--- src/shared/hpp_pkg.sv ---
// Purpose: constants for the host parallel bus port
// Assumes: 10 MHz clk_i, host pins asynchronous to it
// Notes:   bus style codes sit on the two mode pins
package hpp_pkg;
	localparam int         ADDR_W       = 10;
	localparam int         DATA_W       = 8;
	localparam logic [1:0] STYLE_PAIR   = 2'h0;
	localparam logic [1:0] STYLE_DSTRB  = 2'h1;
	localparam logic [7:0] RDATA_RST    = 8'h00;
	localparam logic [9:0] ADDR_RST     = 10'h000;
endpackage : hpp_pkg

--- src/hdl/hpp_host_port.sv ---
// Purpose: host parallel bus port, pins to internal register strobes
// Assumes: host pins synchronised by two flip-flops; register file outside
// Notes:   output enable is combinational from synchronised selects
`timescale 1ns/10ps
module hpp_host_port
	import hpp_pkg::*;
(
	// clock and reset
	input  wire logic                clk_i,
	input  wire logic                srst_i,
	// host pins
	input  wire logic [ADDR_W-1:0]   addr_i,
	input  wire logic                chip_select_n_i,
	input  wire logic                read_or_data_strobe_n_i,
	input  wire logic                write_or_dir_i,
	input  wire logic [1:0]          bus_style_select_i,
	input  wire logic [DATA_W-1:0]   data_i,
	output logic      [DATA_W-1:0]   data_o,
	output logic                     data_oe_o,
	// internal register side
	output logic      [ADDR_W-1:0]   reg_addr_o,
	output logic                     reg_rd_o,
	output logic                     reg_wr_o,
	output logic      [DATA_W-1:0]   reg_wdata_o,
	input  wire logic [DATA_W-1:0]   reg_rdata_i
);
	// ----------------------------------------
	// synchronisers
	// ----------------------------------------
	logic [ADDR_W+DATA_W+5:0] meta_r;
	logic [ADDR_W+DATA_W+5:0] sync_r;
	always_ff @(posedge clk_i) begin
		meta_r <= {addr_i, data_i, chip_select_n_i, read_or_data_strobe_n_i, write_or_dir_i,
			bus_style_select_i, 1'b0};
		sync_r <= meta_r;
	end

	wire [ADDR_W-1:0] s_addr  = sync_r[ADDR_W+DATA_W+5:DATA_W+6];
	wire [DATA_W-1:0] s_data  = sync_r[DATA_W+5:6];
	wire              s_cs_n  = sync_r[5];
	wire              s_rds_n = sync_r[4];
	wire              s_wrd   = sync_r[3];
	wire [1:0]        s_style = sync_r[2:1];

	// ----------------------------------------
	// access decode
	// ----------------------------------------
	// reserved style codes act as no style: bus stays idle
	wire style_pair = (s_style == STYLE_PAIR);
	wire style_ds   = (s_style == STYLE_DSTRB);
	wire sel        = !s_cs_n && !srst_i;
	wire rd_act     = sel && ((style_pair && !s_rds_n) || (style_ds && !s_rds_n && s_wrd));
	wire wr_lvl     = sel && ((style_pair && !s_wrd) || (style_ds && !s_rds_n && !s_wrd));

	logic wr_lvl_r;
	logic rd_act_r;
	logic rd_hold_r;
	always_ff @(posedge clk_i) begin
		if (srst_i) begin
			wr_lvl_r <= 1'b0;
			rd_act_r <= 1'b0;
			rd_hold_r <= 1'b0;
		end else begin
			wr_lvl_r <= wr_lvl;
			rd_act_r <= rd_act;
			rd_hold_r <= rd_act && rd_act_r;
		end
	end

	// write taken at the strobe's trailing (rising) edge; cs must still be low
	wire wr_fire = wr_lvl_r && !wr_lvl && sel;

	// ----------------------------------------
	// register side and data output
	// ----------------------------------------
	always_ff @(posedge clk_i) begin
		if (srst_i) begin
			reg_addr_o  <= ADDR_RST;
			reg_wdata_o <= RDATA_RST;
			data_o      <= RDATA_RST;
			reg_wr_o    <= 1'b0;
		end else begin
			reg_wr_o <= wr_fire;
			if (sel)
				reg_addr_o <= s_addr;
			if (wr_lvl)
				reg_wdata_o <= s_data;
			// address is registered one clock before its contents are taken
			if (rd_act && rd_act_r)
				data_o <= reg_rdata_i;
		end
	end

	assign reg_rd_o  = rd_act && rd_act_r && !rd_hold_r;
	// drive only once data_o holds the addressed byte; cs high cuts it two clocks after the pin
	assign data_oe_o = rd_act && rd_hold_r && !srst_i;
endmodule : hpp_host_port

--- config.mk ---
export PLATFORM = sky130hd
export DESIGN_NAME = hpp_host_port
export DESIGN_NICKNAME = d
export VERILOG_FILES = /design/src/shared/hpp_pkg.sv /design/src/hdl/hpp_host_port.sv
export SDC_FILE = /design/constraint.sdc
export NUM_CORES = 1
export LEC_CHECK = 0
export BUFFER_PORTS_ARGS = -buffer_cell sky130_fd_sc_hd__buf_2
export CORE_MARGIN = 2
export CORE_UTILIZATION = 50
export CTS_BUF_LIST = sky130_fd_sc_hd__clkbuf_8
export CTS_CLUSTER_SIZE = 24
export DETAILED_ROUTE_END_ITERATION = 10
export GPL_ROUTABILITY_DRIVEN = 0
export PLACE_DENSITY = 0.83
export SETUP_SLACK_MARGIN = 0.1
export SLEW_MARGIN = 20
export SYNTH_ARGS = -nofsm -noshare
export SYNTH_HDL_FRONTEND = slang
export SYNTH_SLANG_ARGS = --single-unit
--- constraint.sdc ---
create_clock -name clk_i -period 3.6 [get_ports clk_i]
set_clock_uncertainty 0.15 [all_clocks]
set_input_delay 0.72 -clock clk_i [delete_from_list [all_inputs] [get_ports clk_i]]
set_output_delay 0.72 -clock clk_i [all_outputs]
set_load 0.1 [all_outputs]
### Word-level counts from Yosys, hierarchy flattened

Cells that the tools add are included.

* output and inout port bits: 29
* register bits: 76
* bits in read-only memories: 0
* memories kept: 0
* bits in latches: 0
* memory bits (writable): 0
* word-level logic and storage cells: 33

* add/subtract/negate cells: 0
* multiply operators: 0
* eq/ne operators: 1
* $lt $le $gt $ge: 0
* reductions and logical operators: 23
* divide/modulo/power cells: 0
* multiplexer cells: 0
* bitwise logic cells: 0
* shifts and indexed selects: 0

Operators by type and width (number)
* $logic_and A1 B1 Y1: 14
* $logic_not A1 Y1: 6
* $eq A2 B1 Y1 const B: 1
* $logic_not A2 Y1: 1
* $logic_or A1 B1 Y1: 2

### Longest topological paths before layout

Gate-level depths: netlist of the first run.

* depth after elaboration: 8
* gate-level depth with buffers: 4

### Worst setup path after synthesis of the first run

OpenSTA, ideal clock, no wires.

* path type: input-to-output
* start point: input srst_i
* end point: output reg_rd_o
* path slack: 0.034 ns
* data arrival time: 2.696 ns
* stages: 4
* cell sequence: clkbuf_1 > nor4_4 > nand3_2 > nor2_1

* longest elaborated chain between the ends: 5

Ends and longest elaborated chain
* start: declaration: line hpp_host_port.sv:10 `input wire logic srst_i,`
* $logic_not A1 Y1: line hpp_host_port.sv:51 `wire sel = !s_cs_n && !srst_i;`
* $logic_and A1 B1 Y1: line hpp_host_port.sv:51
* $logic_and A1 B1 Y1: line hpp_host_port.sv:52 `wire rd_act = sel && ((style_pair && !s_rds_n) || (style_ds && !s_rds_n && s_wrd));`
* $logic_and A1 B1 Y1 (2 in series): line hpp_host_port.sv:94 `assign reg_rd_o = rd_act && rd_act_r && !rd_hold_r;`
* end: declaration: line hpp_host_port.sv:22 `output logic reg_rd_o,`

Every way passes these cells.

### Worst setup path after layout of the first run

* start point: register sync_r[5]
* end point: output reg_rd_o

* longest elaborated chain between the ends: 5

Ends and longest elaborated chain
* start: declaration: line hpp_host_port.sv:31 `logic [ADDR_W+DATA_W+5:0] sync_r;`
* start signal: assignment: line hpp_host_port.sv:35 `sync_r <= meta_r;`
* $logic_not A1 Y1: line hpp_host_port.sv:51
* $logic_and A1 B1 Y1: line hpp_host_port.sv:51
* $logic_and A1 B1 Y1: line hpp_host_port.sv:52
* $logic_and A1 B1 Y1 (2 in series): line hpp_host_port.sv:94

Every way passes these cells.

==> impl_metrics.ini, run 1 <==
[yosys]
postSynthCellCount = 145
synth_cell_type_count = 19
netlist_area_sq_um = 2088
netlist_top_cells_area = dfxtp_1 (73%), mux2_4 (5.8%), mux2i_1 (4.8%)
avgSynthCellArea_sq_um = 14.40
synth-compound-area-share_pct = 0.4194
seq_area_frac_synth_pct = 72.86
synth_top_family_by_area = multiplexers
ys_seq_elements = 76
yosys.area_share.simple_pct = 10.07
synth_fa_ha_area_share_pct = 0
synth_warnings = 0
synthXorXnorAreaFrac_pct = 0
yosys.area.top_type = dfxtp_1
syn-num-nets = 178
synth_mux_area_share_pct = 14.86
netlist.area_leader.share_pct = 72.86

[critical_path]
critical_path_cell_count = 4
critical_path.top_delay_family = simple AND/OR/NAND/NOR gates
startpoint = sync_r[5]$_DFF_P_
r2r_end = reg_wdata_o[7]$_SDFFE_PP0P_
start_kind = flop
critical-path-slowest-cell = dfxtp_1
crit_required_ns = 2.73
cp-end-kind = output pin
crit_chain = nor4_4 > nand3_2 > nor2_2 > buf_2
cp_data_arrival_time_ns = 2.00
reg2reg_from = sync_r[5]$_DFF_P_
crit_buf_inv = 1
critPathMaxFanout = 13
crit_end = reg_rd_o
r2r_setup_slack_ns = 1.64
critical-path-max-stage-delay_ns = 0.54
worstSetupPathType = reg -> out
reg2reg_depth = 2

[sta]
min_period_over_period_pct = 79.70
finalHoldViolCount = 0
setup_slack_ns = 0.7309
fmax_mhz = 348.5
maxSlewViolCount = 0
setup_viol = 0
worst_pin_slew_ns = 0.7222
tns_ns = 0
layout_min_cycle_time_ns = 2.869
rsz0062_at_grt = no
relSlewSlack_pct = 51.79

[global_routing]
grt_pass1_vias = 1152
grtUsageTotal_pct = 15.89
antenna_found_initial = 0
grt-ovfl-total = 0
grt_pass1_wl_microns = 5002
grt_max_degree = 29

[power]
ir_drop_mv = 0.4536
p_per_area_nw_per_um2 = 608.0
p_leak_nw = 1.300

[detailed_routing]
ant_nets = 0
drc = 0
drt_wl_total_microns = 3286
viasPerCell = 4.425
drt-initial-drc-count = 42
drtPass1Iterations = 4
via_count = 1186
wl_per_cell_microns = 12.26

[run]
cap_viol_max_count = 0

[finish]
fillCellCount = 310
syn_to_final_growth_pct = 25.64
fin_nets = 246
drive_gt1_share_pct = 44.95
num_antenna_cells = 0
post-route-util_pct = 65.59

[placement]
pre_cts_ws_ns = 0.7789
port_buffers = 61
dpl.hpwl_microns = 2220

[floorplanning]
ioPinCount = 62
core_sq_um = 4000
core.rowCount = 23
die_h_microns = 68.63
start_util_pct = 52.21
die_area_sq_um = 4709
fp.dieW_microns = 68.63

[cts]
root_buffer = clkbuf_8
hold_buffers = 0
clock_sinks = 76
htreeDepth = 3
insertion_delay_ns = 0.33
postCtsSetupBuffers = 0
path_clk_slew_ns = 0.08
clk_path_buf_depth = 2
cts_buffers = 9
ctsResizeCount = 0
cts_tree = done

[min_path]
hold_path_class = reg -> reg

[status]
status = completed
## kinds of logic (layout without fill, tap and decap cells)
| kind of cell | Yosys count | count (layout) |
|---|---|---|
| buffers and inverters | 7 | 80 |
| AOI/OAI and AO/OA | 1 | 1 |
| DFF | 76 | 76 |
| muxes | 26 | 26 |
| and+or+nand+nor | 35 | 35 |
## worst register-to-register path, stage by stage (launching register included)
cell and delay [ns]:
dfxtp_1 0.79, or3_1 0.55, mux2_4 0.35
## power breakdown
part	total [W]	leakage [nW]	internal, W	switching [W]
clock network	0.000577	0.0887	0.000273	0.000304
registers	0.000894	0.632	0.000878	0.0000162
logic	0.000124	0.579	0.0000330	0.0000908
## stage by stage
stage | total power [W] | cells | instance area, sq um | hold slack [ns]
final | 0.001595 | 268 | 2624 | 0.1739
after global routing | 0.001671 | 268 | 2624 | 0.1823
after CTS | 0.001617 | 268 | 2624 | 0.1755
after detailed placement | 0.001038 | 252 | 2436 | 0.1621
after global placement | 0.001034 | 252 | 2436 | 0.1596
after floorplan | 0.001004 | 145 | 2091 | 0.1596
## layout make-up
cell class                 instances  area, sq um  area share, %
tap                               50        62.56          2.384
inverter                           2        7.507         0.2861
sequential                        76         1521          57.99
clock buffer                      10        137.6          5.246
multi-input combinational         62        531.8          20.27
timing repair buffer              62        312.8          11.92
clock inverter                     6        50.05          1.907
## Yosys cell counts, drive strengths merged
library cell	instances
nor2	12
nand2b	1
and2	1
and2b	1
nor2b	15
buf	4
and3	2
dfxtp	76
inv	2
a211o	1
nand3	1
mux2	16
mux2i	10
nor4	1
or3	1
clkbuf	1
## how the worst min path moves through the flow
stage	start	endpoint	slack [ns]	cells after the start
after floorplan	meta_r[10]$_DFF_P_	sync_r[10]$_DFF_P_	0.16	0
after global placement	meta_r[17]$_DFF_P_	sync_r[17]$_DFF_P_	0.16	0
after detailed placement	meta_r[10]$_DFF_P_	sync_r[10]$_DFF_P_	0.16	0
after CTS	meta_r[2]$_DFF_P_	sync_r[2]$_DFF_P_	0.18	0
after global routing	meta_r[7]$_DFF_P_	sync_r[7]$_DFF_P_	0.18	0
final	meta_r[2]$_DFF_P_	sync_r[2]$_DFF_P_	0.17	0
## cells in the final DEF (no fill, tap or decap)
cell type   synthesis  final
dfxtp_1            76     76
buf_2               3     61
nor2b_1            15     15
nor2_1             12     11
mux2i_1            10     10
clkbuf_8            0     10
mux2_2              8      8
mux2_4              8      8
clkinv_4            0      4
inv_1               2      2
clkinvlp_4          0      2
nand2b_1            1      1
nor4_4              1      1
nand3_2             1      1
nor2_2              0      1
and3_1              1      1
a211o_1             1      1
or3_1               1      1
and2_1              1      1
and3_2              1      1
and2b_1             1      1
buf_4               0      1
## per-layer routing
metal	GRT usage (%)	vias to the layer above	share of wire [%]
met3	7.792	0	6.4
met1	16.35	542	42
met2	26.20	37	51
met4	9.000	0	0
li1	-	607	-
met5	0	-	0
## sequential cells by signal, indices dropped and copies added, names as in the netlist
register / cells
data_o: 8
rd_act_r: 1
meta_r: 23
reg_wdata_o: 8
rd_hold_r: 1
reg_wr_o: 1
reg_addr_o: 10
sync_r: 23
wr_lvl_r: 1
Note: power is estimated with default switching activity, not from simulation.
==> run 2: changes to the inputs <==
==> constraint.sdc (replaced) <==
create_clock -name clk_i -period 2.8 [get_ports clk_i]
set_clock_uncertainty 0.15 [all_clocks]
set_input_delay 0.56 -clock clk_i [delete_from_list [all_inputs] [get_ports clk_i]]
set_output_delay 0.56 -clock clk_i [all_outputs]
set_load 0.1 [all_outputs]
==> run 2 against run 1 <==
Effect of this change: cell area increased by 4.4%; worst hold slack improved by 0.0012 ns; clock power increased by 85%; sequential cell count unchanged; via count increased by 1.3%; cell count unchanged; utilization increased by 2.9 points; critical endpoint unchanged; largest cell class unchanged; largest power group unchanged.
==> impl_metrics.ini, run 2 (same netlist as run 1, synthesis figures left out) <==
[status]
status = completed

[finish]
reg_top3 = meta_r x23, sync_r x23, reg_addr_o x10
fin_cells = 268
num_antenna_cells = 0
fin_nets = 246
syn_to_final_growth_pct = 31.22
mostFrequentLayoutCells = dfxtp_1 (76), buf_2 (59), nor2b_1 (15), nor2_1 (11), mux2i_1 (10)
fillCellCount = 275
layout_commonest_cell = dfxtp_1
drive_gt1_share_pct = 44.95

[critical_path]
critPathMaxFanout = 13
critical-path-slowest-cell = dfxtp_1
cp-end-kind = output pin
cp_data_arrival_time_ns = 1.82
crit_required_ns = 2.09
crit_chain = nor4_4 > nand3_2 > nor2_4 > buf_12
worstSetupPathType = reg -> out
critical-path-max-stage-delay_ns = 0.54
start_kind = flop

[floorplanning]
start_util_pct = 52.21
die_h_microns = 68.63
die_area_sq_um = 4709
ioPinCount = 62
core.rowCount = 23
core_sq_um = 4000
fp.dieW_microns = 68.63

[cts]
cts_buffers = 9
postCtsSetupBuffers = 0
ctsResizeCount = 0
cts_tree = done
clock_sinks = 76
root_buffer = clkbuf_8
clk_path_buf_depth = 2
hold_buffers = 0
path_clk_slew_ns = 0.08
htreeDepth = 3
insertion_delay_ns = 0.33

[detailed_routing]
wl_met1_microns = 1344
drt_wl_total_microns = 3221
wl_per_cell_microns = 12.02
ant_nets = 0
met2_length_microns = 1607
via_count = 1202
viasPerCell = 4.485
drtPass1Iterations = 2
drt-initial-drc-count = 13
wl_met3_microns = 224
top_layer = met4
drc = 0

[global_routing]
antenna_found_initial = 0
grt-ovfl-total = 0
grt_pass1_vias = 1170
grt_pass1_wl_microns = 5030
grtUsageTotal_pct = 15.89
grt_max_degree = 29

[sta]
min_period_over_period_pct = 90.20
layout_min_cycle_time_ns = 2.526
holdWs_ns = 0.1751
maxSlewViolCount = 0
setup_slack_ns = 0.2744
tns_ns = 0
rsz0062_at_grt = no
worst_pin_slew_ns = 0.7192
relSlewSlack_pct = 51.99
fmax_mhz = 395.9
setup_viol = 0
finalHoldViolCount = 0

[placement]
port_buffers = 61
pre_cts_ws_ns = 0.4772
dpl.hpwl_microns = 2200
dp.cells = 252

[power]
ir_drop_mv = 0.6210
p_per_area_nw_per_um2 = 867.4
p_leak_nw = 1.347

[run]
cap_viol_max_count = 0

[min_path]
hold_path_class = in -> reg
run 2: worst paths after layout:
path,from,slack [ns],cells past startpoint,end
max,sync_r[5]$_DFF_P_,0.27,4,reg_rd_o
min,addr_i[7],0.18,1,meta_r[21]$_DFF_P_
max reg2reg,sync_r[5]$_DFF_P_,0.87,2,reg_wdata_o[6]$_SDFFE_PP0P_
min reg2reg,meta_r[15]$_DFF_P_,0.18,0,sync_r[15]$_DFF_P_
run 2: area by class of cell:
class                      count  area, sq um  area share, %
tap                           50        62.56          2.283
timing repair buffer          62        342.8          12.51
clock buffer                   9        123.9          4.521
sequential                    76         1521          55.53
clock inverter                 7        145.1          5.297
inverter                       2        7.507         0.2740
multi-input combinational     62        536.8          19.59
run 2: report_power, final:
group,internal [W],total (W),switching (W)
logic,0.0000425,0.000159,0.000116
clock network,0.000688,0.00107,0.000381
registers,0.00113,0.00115,0.0000203
run 2: per-layer routing:
metal,global-route usage (%),vias to the layer above
met5,0,-
met4,10.50,0
met3,7.468,4
met2,26.32,40
met1,15.83,549
li1,-,609
run 2: through the flow:
step | power (W) | area (sq um) | utilization [%]
2_1_floorplan | 0.001292 | 2096 | -
3_3_place_gp | 0.001330 | 2471 | 61.78
3_5_place_dp | 0.001334 | 2471 | 61.78
4_1_cts | 0.002408 | 2740 | 68.50
5_1_grt | 0.002472 | 2740 | 68.50
6_report | 0.002377 | 2740 | 68.50
run 2: critical path, delay by kind of cell, from the launching register on:
| family | cells | cell delay [ns] |
|---|---|---|
| DFF | 1 | 0.54 |
| and+or+nand+nor | 3 | 0.75 |
| buffers and inverters | 1 | 0.18 |
